==> config.mk <==
export PLATFORM = sky130hd
export DESIGN_NAME = asuc_core
export DESIGN_NICKNAME = d
export VERILOG_FILES = /design/src/common/asuc_pkg.sv /design/src/logic/asuc_fifo.sv /design/src/logic/asuc_core.sv
export SDC_FILE = /design/constraint.sdc
export NUM_CORES = 1
export LEC_CHECK = 0
export BUFFER_PORTS_ARGS = -buffer_cell sky130_fd_sc_hd__buf_4
export CAP_MARGIN = 15
export CORE_ASPECT_RATIO = 1.1
export CORE_UTILIZATION = 25
export DETAILED_ROUTE_END_ITERATION = 16
export GPL_TIMING_DRIVEN = 0
export SYNTH_ARGS = -nofsm -noshare
export SYNTH_HDL_FRONTEND = slang
export SYNTH_SLANG_ARGS = --single-unit
==> constraint.sdc <==
create_clock -name mclk -period 5.45 [get_ports mclk]
set_input_delay 1.09 -clock mclk [delete_from_list [all_inputs] [get_ports mclk]]
set_output_delay 1.09 -clock mclk [all_outputs]
set_load 0.02 [all_outputs]
==> src/common/asuc_pkg.sv <==
// constants, register map and state types for the async serial unit core
package asuc_pkg;
    // register byte offsets
    localparam logic [7:0] ASUC_DATA_OFS = 8'h00;
    localparam logic [7:0] ASUC_RSR_OFS = 8'h04;
    localparam logic [7:0] ASUC_FLAG_OFS = 8'h18;
    localparam logic [7:0] ASUC_IBRD_OFS = 8'h24;
    localparam logic [7:0] ASUC_FBRD_OFS = 8'h28;
    localparam logic [7:0] ASUC_LCRH_OFS = 8'h2c;
    localparam logic [7:0] ASUC_CTL_OFS = 8'h30;
    localparam logic [7:0] ASUC_PINSEL_OFS = 8'h34;
    // line control fields
    localparam int ASUC_LC_BRK = 0;
    localparam int ASUC_LC_PEN = 1;
    localparam int ASUC_LC_EPS = 2;
    localparam int ASUC_LC_STP2 = 3;
    localparam int ASUC_LC_FEN = 4;
    localparam int ASUC_LC_WLEN_LO = 5;
    localparam int ASUC_LC_WLEN_HI = 6;
    localparam int ASUC_LC_SPS = 7;
    // serial control fields
    localparam int ASUC_CT_EN = 0;
    localparam int ASUC_CT_IR = 1;
    localparam int ASUC_CT_TXE = 8;
    localparam int ASUC_CT_RXE = 9;
    // flag register fields
    localparam int ASUC_FL_BUSY = 3;
    localparam int ASUC_FL_RXFE = 4;
    localparam int ASUC_FL_TXFF = 5;
    localparam int ASUC_FL_RXFF = 6;
    localparam int ASUC_FL_TXFE = 7;
    // reset values
    localparam logic [15:0] ASUC_CTL_RST = 16'h0300;
    localparam logic [7:0] ASUC_LCRH_RST = 8'h00;
    // data entry: 8 data bits and four error flags
    localparam int ASUC_DW = 8;
    localparam int ASUC_RXW = 12;
    localparam int ASUC_FIFO_DEPTH = 16;
    localparam logic [4:0] ASUC_FIFO_FULL = 5'h10;
    // divisor arithmetic in 1/64 units
    localparam logic [22:0] ASUC_FRAC_ONE = 23'h000040;
    // oversampling positions
    localparam logic [3:0] ASUC_SUB_LAST = 4'hf;
    localparam logic [3:0] ASUC_START_CHK = 4'h7;
    localparam logic [3:0] ASUC_IR_PULSE = 4'h3;
    localparam logic [2:0] ASUC_MIN_LAST = 3'h4;
    typedef enum logic [2:0] {ASUC_S_IDLE, ASUC_S_START, ASUC_S_DATA, ASUC_S_PAR, ASUC_S_STOP}
        asuc_state_t;
endpackage

==> src/logic/asuc_fifo.sv <==
// character queue with a one-entry holding mode
`timescale 1ns/1ps
module asuc_fifo #(
    parameter int W = 8
) (
    // clock and reset
    input wire logic mclk,
    input wire logic rst,
    // mode
    input wire logic one_deep,
    // fill side
    input wire logic push,
    input wire logic [W-1:0] push_data,
    // drain side
    input wire logic pop,
    output logic [W-1:0] head,
    // status
    output logic full,
    output logic empty
);
    import asuc_pkg::*;
    logic [W-1:0] mem [ASUC_FIFO_DEPTH];
    logic [3:0] wptr;
    logic [3:0] rptr;
    logic [4:0] count;
    logic do_push;
    logic do_pop;

    assign empty = (count == 5'h00);
    assign full = one_deep ? !empty : (count == ASUC_FIFO_FULL);
    assign do_push = push && !full;
    assign do_pop = pop && !empty;
    assign head = mem[rptr];

    always_ff @(posedge mclk) begin
        if (do_push) begin
            mem[wptr] <= push_data;
        end
    end

    always_ff @(posedge mclk) begin
        if (rst) begin
            wptr <= 4'h0;
            rptr <= 4'h0;
            count <= 5'h00;
        end else begin
            if (do_push) begin
                wptr <= wptr + 4'h1;
            end
            if (do_pop) begin
                rptr <= rptr + 4'h1;
            end
            if (do_push && !do_pop) begin
                count <= count + 5'h01;
            end else if (do_pop && !do_push) begin
                count <= count - 5'h01;
            end
        end
    end
endmodule

==> src/logic/asuc_core.sv <==
// async serial transmitter/receiver with fractional baud generator
`timescale 1ns/1ps
// Notes on behaviour
// - transmit and receive enable bits are set after reset
// - clearing unit enable lets the character in flight finish first
// - send start, data lsb first, optional parity, then stop bits
// - each received character carries overrun, parity, framing and break flags
// - divisor is a 16-bit integer plus 6-bit fraction setting bit period
// - divisor equals system clock over sixteen times baud rate
// - oversample tick at 16x baud; divide by 16 for transmit bits
// - divisors and line settings load together only on line-control write
// - separate 16-entry queues; receive entries add four status bits
// - enabled transmitter sends queued characters back to back until empty
// - busy while queue non-empty or stop bits still leaving, even disabled
// - falling edge starts receive; start accepted if low on eighth tick
// - data bits sampled every sixteenth tick for programmed length
// - parity checked after data when enabled, per line settings
// - stop bit must be high else framing error; store character
// - infrared mode modulates transmit and receive pins
// - unit 0 pins come up as serial function, others general purpose
// - queues hold one entry after reset; fifo enable gives sixteen
// - data read gives 12 bits with flags; write queues eight bits
module asuc_core
    import asuc_pkg::*;
#(
    parameter int UNIT_INDEX = 0
) (
    // clock and reset
    input wire logic mclk,
    input wire logic rst,
    // register port
    input wire logic [7:0] reg_addr,
    input wire logic [31:0] reg_wdata,
    input wire logic reg_wr,
    input wire logic reg_rd,
    output logic [31:0] reg_rdata,
    // serial pins
    input wire logic serial_receive_pin,
    output logic serial_transmit_pin,
    output logic serial_transmit_oe,
    // status
    output logic uart_busy
);
    logic [15:0] integer_divisor_reg;
    logic [5:0] fraction_divisor_reg;
    logic [15:0] serial_control_reg;
    logic alternate_function_bit;
    logic [15:0] work_int;
    logic [5:0] work_frac;
    logic [7:0] line_control_reg;
    logic [3:0] rx_status;
    logic [22:0] baud_acc;
    logic [22:0] baud_divisor;
    logic oversample_tick;
    logic unit_enable_bit;
    logic transmit_enable_bit;
    logic receive_enable_bit;
    logic ir_mode;
    logic [2:0] last_idx;
    logic wr_hit;
    logic rd_hit;
    // transmit side
    asuc_state_t tx_state;
    logic [3:0] tx_sub;
    logic [2:0] tx_idx;
    logic [7:0] tx_shift;
    logic tx_par;
    logic tx_stop2;
    logic tx_level;
    logic tx_pop;
    logic tx_full;
    logic tx_empty;
    logic [7:0] tx_head;
    // receive side
    logic rx_sync1;
    logic rx_sync2;
    logic [3:0] ir_hold;
    logic rx_line;
    logic rx_prev;
    asuc_state_t rx_state;
    logic [3:0] rx_sub;
    logic [2:0] rx_idx;
    logic [7:0] rx_shift;
    logic rx_pe;
    logic rx_zero;
    logic rx_exp;
    logic rx_push;
    logic [11:0] rx_entry;
    logic rx_pop;
    logic rx_full;
    logic rx_empty;
    logic [11:0] rx_head;
    logic ovr_pend;
    logic rx_done;

    assign unit_enable_bit = serial_control_reg[ASUC_CT_EN];
    assign ir_mode = serial_control_reg[ASUC_CT_IR];
    assign transmit_enable_bit = serial_control_reg[ASUC_CT_TXE];
    assign receive_enable_bit = serial_control_reg[ASUC_CT_RXE];
    assign last_idx = ASUC_MIN_LAST + {1'b0, line_control_reg[ASUC_LC_WLEN_HI:ASUC_LC_WLEN_LO]};
    assign wr_hit = reg_wr && (reg_addr == ASUC_DATA_OFS);
    assign rd_hit = reg_rd && (reg_addr == ASUC_DATA_OFS);
    assign rx_pop = rd_hit;

    // register writes; a line-control write commits the divisors too
    always_ff @(posedge mclk) begin
        if (rst) begin
            integer_divisor_reg <= 16'h0000;
            fraction_divisor_reg <= 6'h00;
            serial_control_reg <= ASUC_CTL_RST;
            alternate_function_bit <= (UNIT_INDEX == 0);
            work_int <= 16'h0000;
            work_frac <= 6'h00;
            line_control_reg <= ASUC_LCRH_RST;
        end else if (reg_wr) begin
            case (reg_addr)
                ASUC_IBRD_OFS: integer_divisor_reg <= reg_wdata[15:0];
                ASUC_FBRD_OFS: fraction_divisor_reg <= reg_wdata[5:0];
                ASUC_LCRH_OFS: begin
                    line_control_reg <= reg_wdata[7:0];
                    work_int <= integer_divisor_reg;
                    work_frac <= fraction_divisor_reg;
                end
                ASUC_CTL_OFS: serial_control_reg <= reg_wdata[15:0];
                ASUC_PINSEL_OFS: alternate_function_bit <= reg_wdata[0];
                default: ;
            endcase
        end
    end

    // read data stands in the cycle after the strobe
    always_ff @(posedge mclk) begin
        if (rst) begin
            reg_rdata <= 32'h00000000;
        end else if (reg_rd) begin
            case (reg_addr)
                ASUC_DATA_OFS: reg_rdata <= {20'h00000, rx_head};
                ASUC_RSR_OFS: reg_rdata <= {28'h0000000, rx_status};
                ASUC_FLAG_OFS: begin
                    reg_rdata <= 32'h00000000;
                    reg_rdata[ASUC_FL_BUSY] <= uart_busy;
                    reg_rdata[ASUC_FL_RXFE] <= rx_empty;
                    reg_rdata[ASUC_FL_TXFF] <= tx_full;
                    reg_rdata[ASUC_FL_RXFF] <= rx_full;
                    reg_rdata[ASUC_FL_TXFE] <= tx_empty;
                end
                ASUC_IBRD_OFS: reg_rdata <= {16'h0000, integer_divisor_reg};
                ASUC_FBRD_OFS: reg_rdata <= {26'h0000000, fraction_divisor_reg};
                ASUC_LCRH_OFS: reg_rdata <= {24'h000000, line_control_reg};
                ASUC_CTL_OFS: reg_rdata <= {16'h0000, serial_control_reg};
                ASUC_PINSEL_OFS: reg_rdata <= {31'h00000000, alternate_function_bit};
                default: reg_rdata <= 32'h00000000;
            endcase
        end
    end

    // error flags of the last character read; sticky overrun; write clears
    always_ff @(posedge mclk) begin
        if (rst) begin
            rx_status <= 4'h0;
        end else if (rd_hit && !rx_empty) begin
            rx_status <= {rx_status[3] | rx_head[11] | (rx_done && rx_full), rx_head[10:8]};
        end else if (reg_wr && (reg_addr == ASUC_RSR_OFS)) begin
            rx_status <= {rx_done && rx_full, 3'h0};
        end else if (rx_done && rx_full) begin
            rx_status[3] <= 1'b1;
        end
    end

    // fractional divider: add one each clock in 1/64 units, tick on wrap
    assign baud_divisor = {1'b0, work_int, work_frac};
    always_ff @(posedge mclk) begin
        if (rst) begin
            baud_acc <= 23'h000000;
            oversample_tick <= 1'b0;
        end else if (baud_divisor < ASUC_FRAC_ONE) begin
            baud_acc <= 23'h000000;
            oversample_tick <= 1'b0;
        end else if (baud_acc + ASUC_FRAC_ONE >= baud_divisor) begin
            baud_acc <= baud_acc + ASUC_FRAC_ONE - baud_divisor;
            oversample_tick <= 1'b1;
        end else begin
            baud_acc <= baud_acc + ASUC_FRAC_ONE;
            oversample_tick <= 1'b0;
        end
    end

    asuc_fifo #(
        .W(ASUC_DW)
    ) u_tx_fifo (
        .mclk(mclk),
        .rst(rst),
        .one_deep(!line_control_reg[ASUC_LC_FEN]),
        .push(wr_hit),
        .push_data(reg_wdata[7:0]),
        .pop(tx_pop),
        .head(tx_head),
        .full(tx_full),
        .empty(tx_empty)
    );

    asuc_fifo #(
        .W(ASUC_RXW)
    ) u_rx_fifo (
        .mclk(mclk),
        .rst(rst),
        .one_deep(!line_control_reg[ASUC_LC_FEN]),
        .push(rx_push),
        .push_data(rx_entry),
        .pop(rx_pop),
        .head(rx_head),
        .full(rx_full),
        .empty(rx_empty)
    );

    // transmitter: a new character starts only while enabled
    assign tx_pop = (tx_state == ASUC_S_IDLE) && unit_enable_bit && transmit_enable_bit
        && !tx_empty;
    always_ff @(posedge mclk) begin
        if (rst) begin
            tx_state <= ASUC_S_IDLE;
            tx_sub <= 4'h0;
            tx_idx <= 3'h0;
            tx_shift <= 8'h00;
            tx_par <= 1'b1;
            tx_stop2 <= 1'b0;
        end else if (tx_pop) begin
            tx_state <= ASUC_S_START;
            tx_sub <= 4'h0;
            tx_idx <= 3'h0;
            tx_shift <= tx_head;
            tx_stop2 <= 1'b0;
            if (line_control_reg[ASUC_LC_SPS]) begin
                tx_par <= !line_control_reg[ASUC_LC_EPS];
            end else begin
                tx_par <= (^(tx_head & ~(8'hff << ({1'b0, last_idx} + 4'h1))))
                    ^ !line_control_reg[ASUC_LC_EPS];
            end
        end else if (oversample_tick && tx_state != ASUC_S_IDLE) begin
            tx_sub <= tx_sub + 4'h1;
            if (tx_sub == ASUC_SUB_LAST) begin
                case (tx_state)
                    ASUC_S_START: tx_state <= ASUC_S_DATA;
                    ASUC_S_DATA: begin
                        tx_shift <= {1'b0, tx_shift[7:1]};
                        tx_idx <= tx_idx + 3'h1;
                        if (tx_idx == last_idx) begin
                            tx_state <= line_control_reg[ASUC_LC_PEN] ? ASUC_S_PAR
                                : ASUC_S_STOP;
                        end
                    end
                    ASUC_S_PAR: tx_state <= ASUC_S_STOP;
                    ASUC_S_STOP: begin
                        if (line_control_reg[ASUC_LC_STP2] && !tx_stop2) begin
                            tx_stop2 <= 1'b1;
                        end else begin
                            tx_state <= ASUC_S_IDLE;
                        end
                    end
                    default: tx_state <= ASUC_S_IDLE;
                endcase
            end
        end
    end

    always_comb begin
        case (tx_state)
            ASUC_S_START: tx_level = 1'b0;
            ASUC_S_DATA: tx_level = tx_shift[0];
            ASUC_S_PAR: tx_level = tx_par;
            default: tx_level = 1'b1;
        endcase
    end

    // pin driver: plain level, break, or a short high pulse per zero bit
    always_ff @(posedge mclk) begin
        if (rst) begin
            serial_transmit_pin <= 1'b0;
            serial_transmit_oe <= (UNIT_INDEX == 0);
            uart_busy <= 1'b0;
        end else begin
            serial_transmit_oe <= alternate_function_bit;
            uart_busy <= !tx_empty || (tx_state != ASUC_S_IDLE) || tx_pop;
            if (!alternate_function_bit) begin
                serial_transmit_pin <= 1'b0;
            end else if (ir_mode) begin
                serial_transmit_pin <= !tx_level && (tx_sub < ASUC_IR_PULSE);
            end else begin
                serial_transmit_pin <= tx_level && !line_control_reg[ASUC_LC_BRK];
            end
        end
    end

    // receive pin synchroniser and infrared pulse stretcher
    always_ff @(posedge mclk) begin
        if (rst) begin
            rx_sync1 <= 1'b1;
            rx_sync2 <= 1'b1;
            ir_hold <= 4'h0;
            rx_prev <= 1'b1;
        end else begin
            rx_sync1 <= serial_receive_pin;
            rx_sync2 <= rx_sync1;
            rx_prev <= rx_line;
            if (!rx_sync2) begin
                ir_hold <= ASUC_SUB_LAST;
            end else if (oversample_tick && ir_hold != 4'h0) begin
                ir_hold <= ir_hold - 4'h1;
            end
        end
    end

    assign rx_line = !alternate_function_bit ? 1'b1
        : ir_mode ? (rx_sync2 && ir_hold == 4'h0) : rx_sync2;
    assign rx_exp = line_control_reg[ASUC_LC_SPS] ? !line_control_reg[ASUC_LC_EPS]
        : (^rx_shift) ^ !line_control_reg[ASUC_LC_EPS];
    assign rx_done = oversample_tick && (rx_state == ASUC_S_STOP) && (rx_sub == ASUC_SUB_LAST);

    // receiver
    always_ff @(posedge mclk) begin
        if (rst) begin
            rx_state <= ASUC_S_IDLE;
            rx_sub <= 4'h0;
            rx_idx <= 3'h0;
            rx_shift <= 8'h00;
            rx_pe <= 1'b0;
            rx_zero <= 1'b0;
            rx_push <= 1'b0;
            rx_entry <= 12'h000;
        end else begin
            rx_push <= 1'b0;
            case (rx_state)
                ASUC_S_IDLE: begin
                    if (unit_enable_bit && receive_enable_bit && rx_prev && !rx_line) begin
                        rx_state <= ASUC_S_START;
                        rx_sub <= 4'h0;
                        rx_idx <= 3'h0;
                        rx_shift <= 8'h00;
                        rx_pe <= 1'b0;
                        rx_zero <= 1'b1;
                    end
                end
                ASUC_S_START: begin
                    if (oversample_tick) begin
                        rx_sub <= rx_sub + 4'h1;
                        if (rx_sub == ASUC_START_CHK) begin
                            rx_sub <= 4'h0;
                            rx_state <= rx_line ? ASUC_S_IDLE : ASUC_S_DATA;
                        end
                    end
                end
                ASUC_S_DATA: begin
                    if (oversample_tick) begin
                        rx_sub <= rx_sub + 4'h1;
                        if (rx_sub == ASUC_SUB_LAST) begin
                            rx_shift[rx_idx] <= rx_line;
                            rx_zero <= rx_zero && !rx_line;
                            rx_idx <= rx_idx + 3'h1;
                            if (rx_idx == last_idx) begin
                                rx_state <= line_control_reg[ASUC_LC_PEN] ? ASUC_S_PAR
                                    : ASUC_S_STOP;
                            end
                        end
                    end
                end
                ASUC_S_PAR: begin
                    if (oversample_tick) begin
                        rx_sub <= rx_sub + 4'h1;
                        if (rx_sub == ASUC_SUB_LAST) begin
                            rx_pe <= (rx_line != rx_exp);
                            rx_zero <= rx_zero && !rx_line;
                            rx_state <= ASUC_S_STOP;
                        end
                    end
                end
                ASUC_S_STOP: begin
                    if (oversample_tick) begin
                        rx_sub <= rx_sub + 4'h1;
                        if (rx_sub == ASUC_SUB_LAST) begin
                            rx_state <= ASUC_S_IDLE;
                            rx_push <= 1'b1;
                            // overrun, break, parity, framing, data
                            rx_entry <= {ovr_pend, rx_zero && !rx_line, rx_pe, !rx_line,
                                rx_shift};
                        end
                    end
                end
                default: rx_state <= ASUC_S_IDLE;
            endcase
        end
    end

    // a character lost to a full queue flags the next one stored
    always_ff @(posedge mclk) begin
        if (rst) begin
            ovr_pend <= 1'b0;
        end else if (rx_done && rx_full) begin
            ovr_pend <= 1'b1;
        end else if (rx_done) begin
            ovr_pend <= 1'b0;
        end
    end
endmodule

### Yosys cells after proc, flatten, opt, wreduce, memory -nomap -nowiden

Memory sizes are Yosys's and may differ from the RTL's. A register that Yosys moved wholly into a read port is not among the register bits.
Cells that the tools add are included.
Widths: inputs -> output; s select.

| cells by class | value |
|---|---|
| order comparisons | 5 |
| eq/ne operators | 41 |
| $add $sub $neg | 17 |
| shifts and indexed selects | 1 |
| bitwise operators | 9 |
| muxes and demuxes | 79 |
| reductions and logical operators | 87 |

Operators by type and width:

| operator | number |
|---|---|
| $pmux 16 s8 | 1 |
| $mux 8 | 7 |
| $mux 3 | 17 |
| $mux 4 | 11 |
| $eq 8x6->1 const B | 5 |
| $logic_and 1x1->1 | 28 |
| $reduce_and 4->1 | 7 |
| $mux 1 | 27 |
| $add 4x1->4 const B | 6 |
| $add 23x7->23 const B | 1 |
| $ge 23x22->1 | 1 |
| $mux 23 | 1 |
| $sub 23x22->23 | 1 |
| $lt 22x7->1 const B | 1 |
| $ne 2x2->1 const B | 11 |
| $mux 5 | 4 |
| $reduce_bool 2->1 | 10 |
| $pmux 8 s2 | 1 |
| $reduce_xor 8->1 | 2 |
| $pmux 3 s5 | 1 |
| $logic_not 1->1 | 13 |
| $eq 3x2->1 const B | 4 |
| $pmux 3 s4 | 1 |
| $pmux 4 s3 | 1 |
| other kinds (44) | 77 |

| word-level totals | value |
|---|---|
| RAM bits | 320 |
| memories kept | 2 |
| logic and storage cells | 282 |
| output and inout port bits | 35 |
| register bits after elaboration | 219 |
| input port bits | 45 |

Memory list:

| name | depth | width | read ports | clocked after memory_dff | wr ports | line | text |
|---|---|---|---|---|---|---|---|
| u_rx_fifo.mem | 16 | 12 | 1 | 1 | 1 | asuc_fifo.sv:22 | `logic [W-1:0] mem [ASUC_FIFO_DEPTH];` |
| u_tx_fifo.mem | 16 | 8 | 1 | 1 | 1 | asuc_fifo.sv:22 |  |

### Logic depth before layout (Yosys ltp)

Gate-level depths: netlist (run 1).

| logic depth | value |
|---|---|
| depth after elaboration | 9 |
| gate-level depth with buffers | 16 |
| gate-level depth less buffers | 15 |

### Cells and area by module

Synthesis (run 1) repeated with hierarchy kept, for this count alone.

| second synthesis, totals | value |
|---|---|
| cell total of the unflattened synthesis | 1,904 |
| area, all modules | 23,203.5 µm² |

Modules (own cells, without submodules):

| module | area an instance (µm²) | cells each | times used |
|---|---|---|---|
| asuc_core | 9,325.2 | 1,184 | 1 |
| asuc_fifo at u_rx_fifo | 8,129.0 | 408 | 1 |
| asuc_fifo at u_tx_fifo | 5,749.3 | 312 | 1 |

### Worst setup path before layout (run 1)

Ideal clock, no wire load.

| timing path | value |
|---|---|
| kind | input to register |
| start point | input port reg_addr[1] |
| end point | register u_rx_fifo.count[4] |
| data arrival time | 4.278 ns |
| slack | 1.102 ns |
| stages on the path | 14 |
| setup time | 0.070 ns |
| buffers on the path | 1 |
| cells stage by stage | or4_1 -> or3_1 -> nor3_1 -> and3_1 -> clkbuf_1 -> inv_1 -> ha_1 -> inv_1 -> ha_1 -> a21o_1 -> a21oi_1 -> xnor2_1 -> or3_1 -> a21oi_1 |

| on the way | value |
|---|---|
| cells in the longest elaborated chain, start to end | 6 |
| elaborated cells between the ends (all ways) | 8 |
| classes of those cells | mux: 1; reduce/logical: 7 |

Ends and longest elaborated chain:

| item | line | text |
|---|---|---|
| start: declaration | asuc_core.sv:32 | `input wire logic [7:0] reg_addr,` |
| $logic_not 8->1 * | asuc_core.sv:102 | `assign rd_hit = reg_rd && (reg_addr == ASUC_DATA_OFS);` |
| $logic_and 1x1->1 * | asuc_core.sv:102 |  |
| $logic_and 1x1->1 * | asuc_fifo.sv:32 | `assign do_pop = pop && !empty;` |
| $logic_not 1->1 | asuc_fifo.sv:53 | `if (do_push && !do_pop) begin` |
| $logic_and 1x1->1 | asuc_fifo.sv:53 |  |
| $mux 5 or $reduce_bool 2->1 (tied branches) | -- |  |
| end signal: assignment | asuc_fifo.sv:54 | `count <= count + 5'h01;` |
| end signal: assignment | asuc_fifo.sv:56 | `count <= count - 5'h01;` |
| end: declaration | asuc_fifo.sv:25 | `logic [4:0] count;` |

Mark *: on every way between the ends. The rest lies on a longest branch, timed or not.
A chain may end at the register's enable or synchronous reset.

### Final worst setup path (run 1)

Same ends and word-level chain as after synthesis.

==> impl_results.md, run 1 <==
- Status: finished, final reports clean
- Placed Instances: 3030
- Crit Path Class: input pin to flip-flop
- Initial core utilization: 0.2529
- Grt total ovfl: 0
- PwrDens: 319.3 mW/mm^2
- Sw frac: 0.2083
- Setup WS pre-CTS: 0.1253 ns
- Cts bufs inserted: 54
- Fin cells: 3132
- Final Critical Period: 4.792 ns
- DP HPWL: 40040 um
- Largest vdd supply drop: 230.4 uV
- Final critical-path share of the clock period: 0.8793
- Cts hold-fix bufs: 0
- CTS tree: yes
- Synthesized area: 0.02264 sq mm
- Slew @ Worst Pin: 1.091 ns
- Multiplexer share of the synthesized area: 0.1140
- Critical Path Start Type: input pin
- FFs w/ async S/R, synth: 0
- RSZ-0062 raised after global routing: no
- Largest register by flop count: u_rx_fifo.mem
- Die Wd: 288.9 um
- Max-cap viol count: 0
- Vias in the first global route: 14127
- Yosys warns: 0
- Clk Latency, worst-skew pair: 0.65 ns
- Post-Synth Simple-Gate Area: 0.1071
- Unique masters post-synth: 66
- Cell row count: 115
- Mean post-synth cell area: 12.63 sq um
- Synthesized instance count: 1792
- Clock power frac: 0.487
- Leakage: 0.008905 uW
- Fin Setup TNS: 0 ns
- Antenna fix cells: 0
- Clk_skew: 0.07696 ns
- Drt drc: 0
- Max FFs per register: 192
- Gp weighted congestion: 0.8624
- Complex-gate fraction of the synthesized area: 0.07793
- Switch Pwr: 1774 uW
- Max Buffers Root-to-Sink: 3
- Final Net Count: 2010
- FMAX: 208.7 MHz
- Internal power: 6743 uW
- Post-synth top flop: edfxtp_1
- # port buffers: 44
- XOR/XNOR Fraction of Synth Area: 0.03095
- GRT Resource Usage Total: 0.1234
- Fraction of layout cells with a size suffix above 1: 0.1544
- 1st-iter DRT viols: 1031
- Slew Viols, Final: 0
- I/O Pins: 80
- Largest net degree at the start of global routing: 22
- Core area: 0.08950 sq mm
- Combinational power share: 0.016
- Final setup viols: 0
- Hold crit path type: flip-flop to flip-flop
- Post-route ant nets: 0
- Crit path DAT: 5.29 ns
- CP Capture Type: flip-flop
- # clock sinks: 531
- Die H: 317.6 um
- Critical Path RT: 5.95 ns
- First-pass GRT wire length: 86630 um
- Post-synth EDFFs: 320
- Synth Register Bits: 531
- Initial antenna violation count: 2
- Register area share after synthesis: 0.6111
- Avg Vias per Cell: 4.587
- PnR Total Power: 8517 uW
- Synth Area in Adders: 0.02808
- Layout Area Growth over Synthesis: 17.83%
- Worst setup margin: 0.6579 ns
- CTS Root Cell: clkbuf_16
- Post_cts resized: 0
- Crit-path max FO: 9
- Largest regs: u_rx_fifo.mem: 192 flops, u_tx_fifo.mem: 128 flops, baud_acc: 23 flops
- Die ar.: 0.09175 sq mm
- Largest family of logic cells by synthesized area: multiplexers
- Final core utilization: 0.2980
- Post-Route WL: 57070 um
- Slew headroom: 0.2724
- Via count: 14368
- Average wire per standard cell: 18.22 um
- Post-CTS Setup Inserts: 0
- Sequential Power Share: 0.497
- Final hold vios: 0
- Worst-path clk slew: 0.06 ns
- H-tree depth: 2
- Pre-Repair DR Iteration Count: 7
-- layout by cell type, fill, tap and decap left out, types with 53 or more instances in the layout --
master and n:
nor2_1 167, a21oi_1 148, edfxtp_1 320, dfxtp_1 211, inv_1 53, nand2_1 216
buf_4 62, clkbuf_16 54, mux4_2 95, clkbuf_1 73
-- power by group through the flow --
stage / logic (uW) / clock network [uW] / registers, uW
floorplan: 61.1 / 0 / 4320
global placement: 139 / 0 / 4320
detailed placement: 139 / 0 / 4320
CTS: 139 / 4220 / 4230
global route: 149 / 4370 / 4230
finish: 138 / 4150 / 4230
-- critical path, cell delays in order --
cell and delay, ns:
buf_4 0.11, or4_1 0.67, or3_1 0.39, nor3_1 0.51
and3_1 0.25, clkbuf_1 0.38, inv_1 0.26, ha_1 0.32
inv_1 0.13, ha_1 0.28, a21o_1 0.19, a21oi_1 0.18
xnor2_1 0.09, or3_1 0.30, a21oi_1 0.15
-- layout make-up --
type / instances / area [sq um]
Fill cell: 9051 / 62830
Sequential cell: 531 / 13830
Multi-Input combinational cell: 1116 / 8229
Tap cell: 1170 / 1464
Clock buffer: 60 / 1384
Clock inverter: 42 / 636.9
Buffer: 107 / 494.2
Timing Repair Buffer: 53 / 431.7
Inverter: 53 / 198.9
-- through the flow --
| stage | area, sq um | hold WS [ns] |
|---|---|---|
| after floorplan | 22690 | 0.3895 |
| final | 26670 | 0.4375 |
| after CTS | 26670 | 0.4393 |
| after global routing | 26670 | 0.4507 |
| after global placement | 24490 | 0.4420 |
| after detailed placement | 24650 | 0.4330 |
-- cells in the mapped netlist (5+ instances only) --
cell type | number | area share
a211oi_1 | 24 | 0.0080
a21o_1 | 19 | 0.0063
a21oi_1 | 148 | 0.033
a221oi_1 | 12 | 0.0046
a222oi_1 | 5 | 0.0022
a22o_1 | 5 | 0.0019
a22oi_1 | 10 | 0.0033
a31oi_1 | 12 | 0.0033
and2_1 | 6 | 0.0017
and3_1 | 12 | 0.0033
buf_1 | 9 | 0.0015
buf_2 | 10 | 0.0022
buf_4 | 17 | 0.0056
clkbuf_1 | 68 | 0.011
dfxtp_1 | 211 | 0.19
edfxtp_1 | 320 | 0.42
ha_1 | 46 | 0.025
inv_1 | 53 | 0.0088
mux2i_1 | 43 | 0.019
mux4_2 | 95 | 0.095
nand2_1 | 216 | 0.036
nand2b_1 | 16 | 0.0044
nand3_1 | 29 | 0.0064
nand3b_1 | 5 | 0.0017
nand4_1 | 11 | 0.0030
nor2_1 | 176 | 0.029
nor2b_1 | 13 | 0.0036
nor3_1 | 27 | 0.0060
nor4_1 | 7 | 0.0019
o21ai_0 | 22 | 0.0049
or2_2 | 5 | 0.0014
or3_1 | 7 | 0.0019
xnor2_1 | 45 | 0.017
xor2_1 | 35 | 0.014
-- cells by family after synthesis --
kind of cell	after synthesis
multiplexers	139
buffers and inverters	160
other	1
adder cells (fa/ha/maj)	49
flip-flops	531
AO/OA/AOI/OAI	285
AND/OR/NAND/NOR	547
XOR/XNOR	80
-- final timing paths --
| kind | start | to | slack (ns) | cells past startpoint |
|---|---|---|---|---|
| max | reg_addr[1] | u_rx_fifo.count[4]$_SDFFE_PP0P_ | 0.66 | 15 |
| min | rx_sync1$_SDFF_PP1_ | rx_sync2$_SDFF_PP1_ | 0.44 | 1 |
| max reg2reg | u_tx_fifo.count[0]$_SDFFE_PP0P_ | u_tx_fifo.count[4]$_SDFFE_PP0P_ | 1.55 | 11 |
| min reg2reg | rx_sync1$_SDFF_PP1_ | rx_sync2$_SDFF_PP1_ | 0.44 | 1 |
-- metal layers --
layer,track usage,routed length (um)
met5,0,27
met4,0.04889,2050
met3,0.02525,3489
met2,0.2047,27480
met1,0.1559,24020
No activity file was read; power rests on OpenSTA's default activity.
==> inputs of run 2 (changes only) <==
--- a/config.mk
+++ b/config.mk
@@ -8,9 +8,11 @@
 export BUFFER_PORTS_ARGS = -buffer_cell sky130_fd_sc_hd__buf_4
 export CAP_MARGIN = 15
 export CORE_ASPECT_RATIO = 1.1
-export CORE_UTILIZATION = 25
+export CORE_UTILIZATION = 62
 export DETAILED_ROUTE_END_ITERATION = 16
 export GPL_TIMING_DRIVEN = 0
+export PLACE_DENSITY = 0.82
 export SYNTH_ARGS = -nofsm -noshare
 export SYNTH_HDL_FRONTEND = slang
 export SYNTH_SLANG_ARGS = --single-unit
+export TNS_END_PERCENT = 1
==> run 2 against run 1 <==
Non-clock buffer count rose by 11. Final area fell by 4.0%. Die area fell by 59%. Via count rose by 4.7%. Count of clock-buffer cells in the layout rose by 6. Sequential cell count did not move. Clock power fell by 12%.
==> impl_results.md, run 2 (synthesized netlist as in run 1, its figures left out) <==
- Final Net Count: 2019
- Slowest cell delay on critical path: 0.64 ns
- Worst Hold Launch: ovr_pend$_SDFFE_PP0P_
- Fraction of layout cells with a size suffix above 1: 0.1499
- I/O Pins: 80
- Placed Instances: 2354
- Cell Area, Placed: 0.02382 sq mm
- PwrDens: 313.7 mW/mm^2
- Fin Setup TNS: 0 ns
- Crit path DAT: 5.11 ns
- Hold crit path type: flip-flop to flip-flop
- Drt drc: 0
- Critical Path Start Type: input pin
- Cell row count: 73
- Die ar.: 0.03728 sq mm
- Crit-path max FO: 9
- Post-CTS Setup Inserts: 0
- H-tree depth: 2
- Slew headroom: 0.2359
- Via count: 15042
- Slew @ Worst Pin: 1.146 ns
- Avg Vias per Cell: 6.125
- CTS tree: yes
- RSZ-0062 raised after global routing: no
- Final Critical Period: 4.619 ns
- Clk Latency, worst-skew pair: 0.58 ns
- Core area: 0.03608 sq mm
- Status: finished, final reports clean
- Max FFs per register: 192
- Max-cap viol count: 0
- Largest regs: u_rx_fifo.mem: 192 flops, u_tx_fifo.mem: 128 flops, baud_acc: 23 flops
- Vias in the first global route: 15165
- Grt total ovfl: 0
- Largest register by flop count: u_rx_fifo.mem
- Worst-path clk slew: 0.06 ns
- Layout Area Growth over Synthesis: 13.08%
- Cts bufs inserted: 52
- Largest net degree at the start of global routing: 22
- Crit Path Class: input pin to flip-flop
- Critical Path RT: 5.94 ns
- Layout fillers: 2334
- Commonest non-fill, non-tap cell in the layout: edfxtp_1
- CTS Root Cell: clkbuf_16
- FMAX: 216.5 MHz
- First-pass GRT wire length: 84270 um
- Fin cells: 2456
- Post-route ant nets: 0
- Worst R2R Start: u_tx_fifo.count[1]$_SDFFE_PP0P_
- Max Buffers Root-to-Sink: 3
- Final setup viols: 0
- Post_cts resized: 0
- Initial core utilization: 0.6274
- Worst path cell trace: buf_4 -> or4_1 -> or3_1 -> nor3_1 -> and3_1 -> clkbuf_1 -> inv_1 -> ha_1 -> inv_1 -> ha_1 -> a21o_1 -> a21oi_1 -> xnor2_1 -> or3_1 -> a21oi_1
- Post-Route WL: 54840 um
- DP HPWL: 37360 um
- Clk_skew: 0.02454 ns
- Pre-Repair DR Iteration Count: 8
- Die H: 202.4 um
- Gp weighted congestion: 0.9444
- Largest vdd supply drop: 300.6 uV
- GRT Resource Usage Total: 0.3024
- CP max stage cell: or4_1
- Final critical-path share of the clock period: 0.8476
- # port buffers: 44
- CP Buf/Inv Count: 4
- Final hold vios: 0
- Slew Viols, Final: 0
- # clock sinks: 531
- Initial antenna violation count: 0
- Design area: 0.02560 sq mm
- Cts hold-fix bufs: 0
- Die Wd: 184.2 um
- Average wire per standard cell: 22.33 um
- 1st-iter DRT viols: 1522
- Most frequent cells in the layout: edfxtp_1, nand2_1, dfxtp_1
- CP Capture Type: flip-flop
- Crit path launch: reg_addr[1]
- Leakage: 0.008850 uW
- Crit-path leading delay family: simple AND/OR/NAND/NOR gates
## run 2: final cells by class
type                            instances  area, sq um  share of cell area
Antenna cell                            1        2.502          0.00009776
Clock inverter                         31        327.8             0.01281
Buffer                                107        494.2             0.01931
Multi-Input combinational cell       1116         8187              0.3198
Tap cell                              487        609.3             0.02380
Clock buffer                           66         1425             0.05567
Timing Repair Buffer                   64        520.5             0.02033
Sequential cell                       531        13830              0.5404
Inverter                               53        198.9            0.007772
## run 2: layer usage
layer / GRT usage / routed length [um] / up-vias
li1: - / - / 6807
met1: 0.3735 / 20290 / 7338
met2: 0.5215 / 27780 / 732
met3: 0.04216 / 4147 / 165
met4: 0.1494 / 2624 / 0
met5: 0 / 0 / -
## run 2: final timing paths
check | depth (start not counted) | slack, ns | endpoint
max | 15 | 0.83 | u_rx_fifo.count[4]$_SDFFE_PP0P_
min | 2 | 0.45 | rx_entry[11]$_SDFFE_PP0P_
max reg2reg | 11 | 1.54 | u_tx_fifo.count[4]$_SDFFE_PP0P_
min reg2reg | 2 | 0.45 | rx_entry[11]$_SDFFE_PP0P_
## run 2: power by group
| group | switching (uW) | internal, uW |
|---|---|---|
| clock network | 1520 | 2140 |
| logic | 97.4 | 39.5 |
| registers | 4.93 | 4230 |
## run 2: per-stage QoR
stage / setup WS [ns] / hold slack, ns / util / power, uW
finish: 0.8308 / 0.4523 / 0.7095 / 8030
detailed placement: 0.3636 / 0.4486 / 0.6602 / 4454
floorplan: 1.102 / 0.3895 / - / 4385
global route: 0.7179 / 0.4698 / 0.7095 / 8225
CTS: 0.9287 / 0.4558 / 0.7088 / 8064
global placement: 0.4688 / 0.4420 / 0.6550 / 4450
## run 2: worst min-delay path: cells and delay by family, from the launching register on
kind | cells | cell delay, ns
and+or+nand+nor | 1 | 0.05
DFF | 1 | 0.31
AOI/OAI and AO/OA | 1 | 0.05
